==> config.mk <==
export PLATFORM = sky130hd
export DESIGN_NAME = alu_flags_and_operand_addressing
export DESIGN_NICKNAME = d
export VERILOG_FILES = /design/src/logic/operand_pkg.sv /design/src/logic/alu_flags_and_operand_addressing.sv
export SDC_FILE = /design/constraint.sdc
export NUM_CORES = 1
export LEC_CHECK = 0
export BUFFER_PORTS_ARGS = -buffer_cell sky130_fd_sc_hd__buf_4
export CORE_UTILIZATION = 35
export DETAILED_ROUTE_END_ITERATION = 8
export MAX_ROUTING_LAYER = met4
export PLACE_DENSITY_LB_ADDON = 0.15
export SYNTH_ARGS = -nofsm -noshare
export SYNTH_HDL_FRONTEND = slang
export SYNTH_SLANG_ARGS = --single-unit
==> constraint.sdc <==
create_clock -name clk_sys -period 16.8 [get_ports clk_sys]
set_input_delay 1.68 -clock clk_sys [delete_from_list [all_inputs] [get_ports clk_sys]]
set_output_delay 1.68 -clock clk_sys [all_outputs]
set_load 0.01 [all_outputs]
==> src/logic/operand_pkg.sv <==
// Constants and types shared by the ALU flag and operand resolver.
// Assumes one core clock and a synchronous active-low reset.
package operand_pkg;
  // ----------------------------------------------------------------
  // Register port offsets
  // ----------------------------------------------------------------
  localparam logic [3:0] OFS_FLAGS    = 4'h0;
  localparam logic [3:0] OFS_BANK     = 4'h1;
  localparam logic [3:0] OFS_ACC      = 4'h2;
  localparam logic [3:0] OFS_CFG      = 4'h3;
  localparam logic [3:0] OFS_PTR_BASE = 4'h4;
  localparam logic [3:0] OFS_PTR_LAST = 4'h9;
  // ----------------------------------------------------------------
  // Flag positions and reset values
  // ----------------------------------------------------------------
  localparam int FLG_C = 0;
  localparam int FLG_HC = 1;
  localparam int FLG_Z = 2;
  localparam int FLG_SE = 3;
  localparam int FLG_N = 4;
  localparam logic [4:0]  FLAGS_RST = 5'h00;
  localparam logic [7:0]  ACC_RST   = 8'h00;
  localparam logic [3:0]  BANK_RST  = 4'h0;
  localparam logic [11:0] PTR_RST   = 12'h000;
  // ----------------------------------------------------------------
  // Data space locations
  // ----------------------------------------------------------------
  localparam logic [11:0] FLAGS_DATA_ADDR = 12'hfd0;
  localparam logic [11:0] PTR_SFR_BASE    = 12'hfc0;
  localparam logic [11:0] VIRT_BASE       = 12'hfe0;
  localparam logic [7:0]  ACCESS_SPLIT    = 8'h80;
  localparam logic [7:0]  ACCESS_SPLIT_X  = 8'h60;
  localparam logic [7:0]  INDEX_LIMIT     = 8'h5f;
  localparam logic [2:0]  VK_PLAIN = 3'h0;
  localparam logic [2:0]  VK_POST_INCREMENT_OPERAND = 3'h1;
  localparam logic [2:0]  VK_POST_DECREMENT_OPERAND = 3'h2;
  localparam logic [2:0]  VK_PRE_INCREMENT_OPERAND = 3'h3;
  localparam logic [2:0]  VK_PLUSACC = 3'h4;
  // ----------------------------------------------------------------
  // Operations and addressing modes
  // ----------------------------------------------------------------
  typedef enum logic [3:0] {
    OP_ADD, OP_SUB, OP_AND, OP_IOR, OP_XOR, OP_CLR, OP_RLC, OP_RRC,
    OP_SWAP, OP_BSET, OP_BCLR, OP_MOVE, OP_JUMP
  } alu_op_t;
  typedef enum logic [1:0] {
    AM_INHERENT, AM_LITERAL, AM_DIRECT, AM_FULL
  } addr_mode_t;
endpackage : operand_pkg

==> src/logic/alu_flags_and_operand_addressing.sv <==
// ALU condition flags and data operand address resolution.
// Assumes the decoder presents one instruction per op_valid cycle with
// the operand byte already fetched, and that memory acts on the outputs.
//
// The register addresses and the address-and-strobe port were decided locally.

module alu_flags_and_operand_addressing (
  // Clock and reset
  input  wire logic                  clk_sys,
  input  wire logic                  resetn,
  // Register port
  input  wire logic [3:0]            reg_addr,
  input  wire logic [7:0]            reg_wdata,
  input  wire logic                  reg_wr,
  input  wire logic                  reg_rd,
  output logic      [7:0]            reg_rdata,
  // Instruction from decoder
  input  wire logic                  op_valid,
  input  wire operand_pkg::alu_op_t  op_code,
  input  wire operand_pkg::addr_mode_t op_mode,
  input  wire logic [7:0]            op_file_addr,
  input  wire logic [11:0]           op_full_addr,
  input  wire logic                  op_access_bit,
  input  wire logic                  op_has_dest,
  input  wire logic                  op_dest_bit,
  input  wire logic                  op_implicit_file,
  input  wire logic [2:0]            op_bit_sel,
  input  wire logic [7:0]            op_file_data,
  input  wire logic [19:0]           op_jump_literal,
  // Results toward memory and sequencer
  output logic [11:0]                data_addr,
  output logic [7:0]                 result_data,
  output logic                       file_wr,
  output logic                       acc_wr,
  output logic                       op_done,
  output logic                       jump_valid,
  output logic [19:0]                jump_addr,
  output logic [4:0]                 flags_out
);
  import operand_pkg::*;

  typedef struct packed {
    logic [4:0]       flags;
    logic [3:0]       bank;
    logic [7:0]       acc;
    logic             ext;
    logic [2:0][11:0] ptr;
    logic [11:0]      addr;
    logic [7:0]       result;
    logic             file_wr;
    logic             acc_wr;
    logic             done;
    logic             jump;
    logic [19:0]      jaddr;
    logic [7:0]       rdata;
  } state_t;

  state_t st_reg;
  state_t st_next;

  // ----------------------------------------------------------------
  // Helpers
  // ----------------------------------------------------------------
  // Returns {sign_error, half_carry, carry, sum}
  function automatic logic [10:0] add8(input logic [7:0] a,
                                       input logic [7:0] b,
                                       input logic cin);
    logic [8:0] s;
    logic [4:0] h;
    s = {1'b0, a} + {1'b0, b} + {8'h00, cin};
    h = {1'b0, a[3:0]} + {1'b0, b[3:0]} + {4'h0, cin};
    return {(a[7] == b[7]) && (s[7] != a[7]), h[4], s[8], s[7:0]};
  endfunction : add8

  // Returns {hit, pointer index, alias kind}
  function automatic logic [5:0] virt_decode(input logic [11:0] a);
    logic [11:0] d;
    d = a - VIRT_BASE;
    if (a >= VIRT_BASE && d[11:3] < 9'd3 && d[2:0] <= VK_PLUSACC)
      return {1'b1, d[4:3], d[2:0]};
    return 6'h00;
  endfunction : virt_decode

  // ----------------------------------------------------------------
  // Next state
  // ----------------------------------------------------------------
  logic [11:0] base_addr;
  logic [11:0] eff_addr;
  logic [5:0]  vd;
  logic [1:0]  pi;
  logic [7:0]  opnd;
  logic [7:0]  res;
  logic [10:0] sum;
  logic [4:0]  fl;
  logic        affects;
  logic        to_file;
  logic [11:0] psfr;

  always_comb begin
    st_next = st_reg;
    base_addr = 12'h000;
    eff_addr = 12'h000;
    vd = 6'h00;
    pi = 2'h0;
    opnd = op_file_data;
    res = 8'h00;
    sum = 11'h000;
    fl = st_reg.flags;
    affects = 1'b0;
    to_file = 1'b0;
    psfr = 12'h000;
    st_next.done = 1'b0;
    st_next.jump = 1'b0;
    st_next.file_wr = 1'b0;
    st_next.acc_wr = 1'b0;
    st_next.rdata = 8'h00;

    // Register port; an instruction in the same cycle wins below
    if (reg_wr) begin
      case (reg_addr)
        OFS_FLAGS: st_next.flags = reg_wdata[4:0];
        OFS_BANK:  st_next.bank = reg_wdata[3:0];
        OFS_ACC:   st_next.acc = reg_wdata;
        OFS_CFG:   st_next.ext = reg_wdata[0];
        default: begin
          if (reg_addr >= OFS_PTR_BASE && reg_addr <= OFS_PTR_LAST) begin
            psfr = {8'h00, reg_addr - OFS_PTR_BASE};
            if (psfr[0])
              st_next.ptr[psfr[2:1]][11:8] = reg_wdata[3:0];
            else
              st_next.ptr[psfr[2:1]][7:0] = reg_wdata;
          end
        end
      endcase
    end
    if (reg_rd) begin
      case (reg_addr)
        OFS_FLAGS: st_next.rdata = {3'h0, st_reg.flags};
        OFS_BANK:  st_next.rdata = {4'h0, st_reg.bank};
        OFS_ACC:   st_next.rdata = st_reg.acc;
        OFS_CFG:   st_next.rdata = {7'h00, st_reg.ext};
        default: begin
          if (reg_addr >= OFS_PTR_BASE && reg_addr <= OFS_PTR_LAST) begin
            psfr = {8'h00, reg_addr - OFS_PTR_BASE};
            st_next.rdata = psfr[0] ?
              {4'h0, st_reg.ptr[psfr[2:1]][11:8]} :
              st_reg.ptr[psfr[2:1]][7:0];
          end
        end
      endcase
    end

    if (op_valid) begin
      // Address resolution
      case (op_mode)
        AM_DIRECT: begin
          if (st_reg.ext && !op_access_bit && op_file_addr <= INDEX_LIMIT)
            base_addr = st_reg.ptr[2] + {4'h0, op_file_addr};
          else if (op_access_bit)
            base_addr = {st_reg.bank, op_file_addr};
          else if (op_file_addr <
                   (st_reg.ext ? ACCESS_SPLIT_X : ACCESS_SPLIT))
            base_addr = {4'h0, op_file_addr};
          else
            base_addr = {4'hf, op_file_addr};
        end
        AM_FULL: base_addr = op_full_addr;
        AM_LITERAL: opnd = op_file_addr;
        AM_INHERENT: opnd = st_reg.acc;
        default: base_addr = 12'h000;
      endcase
      eff_addr = base_addr;
      vd = virt_decode(base_addr);
      pi = vd[4:3];
      // Indirect: pointer forms the target, plus one for pre-increment, plus signed acc for PLUSACC
      if (vd[5] && (op_mode == AM_DIRECT || op_mode == AM_FULL)) begin
        case (vd[2:0])
          VK_PRE_INCREMENT_OPERAND: eff_addr = st_reg.ptr[pi] + 12'h001;
          VK_PLUSACC:
            eff_addr = st_reg.ptr[pi] + {{4{st_reg.acc[7]}}, st_reg.acc};
          default: eff_addr = st_reg.ptr[pi];
        endcase
        // Whole-pair adjust, flags untouched
        case (vd[2:0])
          VK_POST_INCREMENT_OPERAND, VK_PRE_INCREMENT_OPERAND:
            st_next.ptr[pi] = st_reg.ptr[pi] + 12'h001;
          VK_POST_DECREMENT_OPERAND:
            st_next.ptr[pi] = st_reg.ptr[pi] - 12'h001;
          default: st_next.ptr[pi] = st_reg.ptr[pi];
        endcase
      end

      // ALU and flags
      case (op_code)
        OP_ADD: begin
          sum = add8(opnd, st_reg.acc, 1'b0);
          affects = 1'b1;
        end
        OP_SUB: begin
          sum = add8(opnd, ~st_reg.acc, 1'b1);
          affects = 1'b1;
        end
        OP_AND: res = opnd & st_reg.acc;
        OP_IOR: res = opnd | st_reg.acc;
        OP_XOR: res = opnd ^ st_reg.acc;
        OP_CLR: res = 8'h00;
        OP_RLC: res = {opnd[6:0], st_reg.flags[FLG_C]};
        OP_RRC: res = {st_reg.flags[FLG_C], opnd[7:1]};
        OP_SWAP: res = {opnd[3:0], opnd[7:4]};
        OP_BSET: res = opnd | (8'h01 << op_bit_sel);
        OP_BCLR: res = opnd & ~(8'h01 << op_bit_sel);
        OP_MOVE: res = opnd;
        default: res = 8'h00;
      endcase
      case (op_code)
        OP_ADD, OP_SUB: begin
          res = sum[7:0];
          fl[FLG_C] = sum[8];
          fl[FLG_HC] = sum[9];
          fl[FLG_SE] = sum[10];
          fl[FLG_N] = res[7];
          fl[FLG_Z] = (res == 8'h00);
        end
        OP_AND, OP_IOR, OP_XOR: begin
          affects = 1'b1;
          fl[FLG_N] = res[7];
          fl[FLG_Z] = (res == 8'h00);
        end
        OP_CLR: begin
          affects = 1'b1;
          fl[FLG_Z] = 1'b1;
        end
        OP_RLC, OP_RRC: begin
          affects = 1'b1;
          fl[FLG_C] = (op_code == OP_RLC) ? opnd[7] : opnd[0];
          fl[FLG_N] = res[7];
          fl[FLG_Z] = (res == 8'h00);
        end
        default: fl = st_next.flags;
      endcase

      // Destination
      if (op_code == OP_JUMP) begin
        st_next.jump = 1'b1;
        st_next.jaddr = op_jump_literal;
      end else if (op_mode == AM_LITERAL || op_mode == AM_INHERENT)
        to_file = 1'b0;
      else if (op_has_dest)
        to_file = op_dest_bit;
      else
        to_file = op_implicit_file;

      st_next.flags = fl;
      st_next.addr = eff_addr;
      st_next.result = res;
      st_next.done = 1'b1;
      if (op_code != OP_JUMP) begin
        if (to_file && eff_addr == FLAGS_DATA_ADDR) begin
          // Computed byte is dropped when the op owns the flags
          if (!affects)
            st_next.flags = res[4:0];
        end else if (to_file) begin
          st_next.file_wr = 1'b1;
          psfr = eff_addr - PTR_SFR_BASE;
          if (eff_addr >= PTR_SFR_BASE && psfr < 12'h006) begin
            if (psfr[0])
              st_next.ptr[psfr[2:1]][11:8] = res[3:0];
            else
              st_next.ptr[psfr[2:1]][7:0] = res;
          end
        end else begin
          st_next.acc_wr = 1'b1;
          st_next.acc = res;
        end
      end
    end
  end

  // ----------------------------------------------------------------
  // State register
  // ----------------------------------------------------------------
  always_ff @(posedge clk_sys) begin
    if (!resetn) begin
      st_reg <= '0;
      st_reg.flags <= FLAGS_RST;
      st_reg.acc <= ACC_RST;
      st_reg.bank <= BANK_RST;
      st_reg.ptr <= {3{PTR_RST}};
    end else begin
      st_reg <= st_next;
    end
  end

  assign reg_rdata = st_reg.rdata;
  assign data_addr = st_reg.addr;
  assign result_data = st_reg.result;
  assign file_wr = st_reg.file_wr;
  assign acc_wr = st_reg.acc_wr;
  assign op_done = st_reg.done;
  assign jump_valid = st_reg.jump;
  assign jump_addr = st_reg.jaddr;
  assign flags_out = st_reg.flags;

  // Plain literal sum, kept apart from the datapath adder
  logic [8:0] lit_sum;
  assign lit_sum = {1'b0, op_file_addr} + {1'b0, st_reg.acc};

  // ----------------------------------------------------------------
  // Checks
  // ----------------------------------------------------------------
  chk_flags_read_zero: assert property (@(posedge clk_sys)
    disable iff (!resetn)
    reg_rd && reg_addr == OFS_FLAGS |=> reg_rdata[7:5] == 3'h0 &&
      reg_rdata[4:0] == $past(flags_out))
    else $error("flags read shows wrong value");

  chk_add_carry: assert property (@(posedge clk_sys)
    disable iff (!resetn)
    op_valid && op_code == OP_ADD && op_mode == AM_LITERAL |=>
      flags_out[FLG_C] == $past(lit_sum[8]))
    else $error("add carry mismatch");

  chk_add_zero_neg: assert property (@(posedge clk_sys)
    disable iff (!resetn)
    op_valid && op_code == OP_ADD && op_mode == AM_LITERAL |=>
      flags_out[FLG_Z] == (result_data == 8'h00) &&
      flags_out[FLG_N] == result_data[7] && acc_wr &&
      result_data == $past(lit_sum[7:0]))
    else $error("zero or negative flag mismatch");

  chk_sub_borrow: assert property (@(posedge clk_sys)
    disable iff (!resetn)
    op_valid && op_code == OP_SUB && op_mode == AM_LITERAL &&
      op_file_addr == st_reg.acc |=>
      flags_out[FLG_C] && flags_out[FLG_HC] && flags_out[FLG_Z])
    else $error("equal subtract must give no borrow");

  chk_clear_flags: assert property (@(posedge clk_sys)
    disable iff (!resetn)
    op_valid && op_code == OP_CLR && op_mode == AM_FULL &&
      op_full_addr == FLAGS_DATA_ADDR && op_has_dest && op_dest_bit |=>
      flags_out == ($past(flags_out) | 5'h04) && !file_wr)
    else $error("clear of flags register wrong");

  chk_bank_direct: assert property (@(posedge clk_sys)
    disable iff (!resetn)
    op_valid && op_mode == AM_DIRECT && op_access_bit &&
      virt_decode({st_reg.bank, op_file_addr}) == 6'h00 |=>
      data_addr == {$past(st_reg.bank), $past(op_file_addr)})
    else $error("banked address wrong");

  chk_access_bank: assert property (@(posedge clk_sys)
    disable iff (!resetn)
    op_valid && op_mode == AM_DIRECT && !op_access_bit && !st_reg.ext &&
      op_file_addr < ACCESS_SPLIT |=> data_addr[11:8] == 4'h0)
    else $error("access bank address wrong");

  chk_post_inc: assert property (@(posedge clk_sys)
    disable iff (!resetn)
    op_valid && op_mode == AM_FULL && op_full_addr == VIRT_BASE + 12'h001 &&
      !reg_wr |=>
      data_addr == $past(st_reg.ptr[0]) &&
      st_reg.ptr[0] == $past(st_reg.ptr[0]) + 12'h001)
    else $error("post increment wrong");

  chk_jump_addr: assert property (@(posedge clk_sys)
    disable iff (!resetn)
    op_valid && op_code == OP_JUMP |=> jump_valid && !file_wr &&
      jump_addr == $past(op_jump_literal) ##1
      !jump_valid || $past(op_valid && op_code == OP_JUMP))
    else $error("jump address wrong");

endmodule : alu_flags_and_operand_addressing

==> flow_summary.toml <==
[synth]
synth_xor_xnor_area_share = 0.0196
syn_inst = 1526
syn-num-nets = 1649
synthTopCellsByArea = "dfxtp_1 (19%), mux2i_1 (7.2%), nand2_1 (6.4%)"
yosysMostFrequentCell = "nand2_1"
syn_area_per_cell_um2 = 7.31
synthDistinctLibCells = 104
synth_warnings = 0
async_flop_share = 0
synthFlopType = "dfxtp_1"
ys_ff_latch = 106
synth.mux.area_fraction = 0.116
synth-compound-area-share = 0.297
synthDominantCellAreaShare = 0.190
synth-edff-count = 0
ys_top_cells_by_count = "nand2_1 (189), nor2_1 (159), a21oi_1 (132)"
synth_simple_gate_area_frac = 0.239
synth.largest_area_cell = "dfxtp_1"
synthAdderAreaFrac = 0.0531
netlist_area_um2 = 11200
synth_top_family_by_area = "compound AO/OA/AOI/OAI gates"
seq_area_frac_synth = 0.190

[clock_network]
cts_sinks = 106
post_cts_resized = 0
post-cts-setup-buffer-count = 0
cts_root_buffer = "clkbuf_16"
cts_buffer_depth = 2
cts_tree = "done"
cts_hold_buf = 0
cts.reportedPaths.clkPinSlew_ps = 90
cts_buffers = 9
insertion_delay_ps = 370
htree_num_levels = 3

[detailed_routing]
num_vias = 12200
wl_per_cell_um = 25.0
ant_nets = 0
vias_per_cell = 6.23
routed_wl_mm = 48.8
drtPass1Iterations = 6
drc_errors = 0
drtIter0Drc = 1256

[global_routing]
use_met2 = 0.462
grt_pass1_wl_mm = 72.7
met1_usage = 0.399
grt.busiest_layer = "met2"
grt_overflow = 0
grt_use_total = 0.302
grt_max_degree = 71
grt_pass1_vias = 11400
met3_usage = 0.0428
antenna_found_initial = 1

[floorplanning]
design.die.area_um2 = 32600
initial_core_util = 0.355
num_rows = 65
die_x_um = 181
die_y_um = 181
ios = 135
core_um2 = 31500

[status]
status = "finished clean"

[pwr]
p_leak_nw = 4.97
total_power_w = 0.000739
ir_drop_uv = 47.4
power_density_nw_per_um2 = 59.8

[sta]
grt_setup_unrepaired = "no"
clock_skew_ps = 20.5
finalHoldViolCount = 0
tightest_slew_ps = 1150
fmax_ghz = 0.0950
slew_headroom = 0.224
finalCriticalPeriod_ps = 10530
fin_ws_ps = 6270
setup_viol = 0
drv_slew = 0
finalSetupTns_ps = 0
fin_crit_sh = 0.627

[critical_path]
endpoint_kind = "flip-flop"
crit_slowest_cell = "or4b_1"
critPathRequiredTime_ps = 17090
path_max_fanout = 24
start_kind = "input port"
path_common_cell = "ha_1"
crit_type = "input port to flip-flop"
slowest_delay_ps = 790
reg2reg_from = "st_reg[77]$_SDFF_PN0_"
r2r_cells = 28
critPathArrivalTime_ps = 10830
worst_r2r_endpoint = "st_reg[55]$_SDFF_PN0_"
ff2ff_setup_slack_ps = 7180

[place]
placed_area_um2 = 12100
dpl_worst_slack_ps = 6000
place_congestion = 0.996
io_buffers = 134
dp_hpwl_mm = 37.0

[hold_path]
hp-class = "flip-flop to flip-flop"
min_to = "jump_addr[3]$_SDFFE_PN0P_"
min_from = "jump_addr[3]$_SDFFE_PN0P_"
min_path_cells = 2

[layout]
seq_area_um2 = 2120
largest_reg_flops = 49
multiInputGateArea_um2 = 8100
fillCellCount = 3291
drive_above_1_share = 0.169
area_growth_pct = 10.9
nets = 1670
design_area_um2 = 12400

[run]
drv_cap = 0
per-layer routing:
layer	vias to the layer above	routed length (µm)
li1	5637	-
met1	5885	21700
met2	546	21500
met3	104	3560
met4	0	1970
met5	-	0
cell families (layout without fill, tap and decap cells):
kind of cell	Yosys count	after routing
XOR/XNOR	25	25
multiplexers	122	122
adder cells (fa/ha/maj)	45	45
AND/OR/NAND/NOR	554	554
buffers and inverters	190	216
AO/OA/AOI/OAI	484	484
flip-flops	106	106
other	0	1
final cells by class:
cell class              count  area share
clock inverters             7     0.00718
well taps                 402      0.0407
inverters                  45      0.0137
diodes                      1    0.000202
multi-input cells        1230       0.655
repair buffers            155      0.0941
flip-flops and latches    106       0.172
clock buffers               9      0.0182
worst max-delay path, delay by kind of cell:
family                     cells  cell delay (ps)
AOI/OAI and AO/OA             13             3500
adders and majority gates      4             1140
buffers and inverters          3              380
muxes                          1              560
and+or+nand+nor                9             3550
where the power goes:
part	total [W]	switching [W]	leakage (nW)	internal [W]
clock	0.000230	0.000121	0.153	0.000109
combinational	0.000235	0.000153	3.96	0.0000823
sequential	0.000274	0.0000136	0.863	0.000260
placed cells by master (no fill, tap or decap), types with 14 or more instances in the layout:
master and instances:
nand3_1 49, a21o_1 17, and2_1 17, inv_1 38, nor3_1 33, o21ai_0 84
xnor2_1 15, nand2_1 189, a31oi_1 15, nand4_1 16, a211oi_1 26, dfxtp_1 106
a21oi_1 132, o211ai_1 22, buf_4 155, a22oi_1 18, mux2i_1 80, o221ai_1 15
mux2_2 37, o22ai_1 14, ha_1 41, nor2_1 159
metrics by stage:
stage / utilization / hold slack, ps / cells
6_report: 0.393 / 456 / 1955
3_5_place_dp: 0.383 / 447 / 1938
5_1_grt: 0.393 / 475 / 1955
3_3_place_gp: 0.383 / 442 / 1938
2_1_floorplan: - / 437 / 1526
4_1_cts: 0.393 / 459 / 1954
worst max path at each step:
stage,start,end,slack (ps),cells past startpoint
after global routing,op_file_addr[0],st_reg[55]$_SDFF_PN0_,5350,30
after global placement,op_file_addr[0],st_reg[55]$_SDFF_PN0_,6140,30
after floorplan,op_file_addr[0],flags_out[1]$_SDFF_PN0_,7720,32
after CTS,op_file_addr[0],st_reg[55]$_SDFF_PN0_,6380,30
final,op_file_addr[0],st_reg[55]$_SDFF_PN0_,6270,30
after detailed placement,op_file_addr[0],st_reg[55]$_SDFF_PN0_,6000,30
Note: power is estimated with default switching activity, not from simulation.
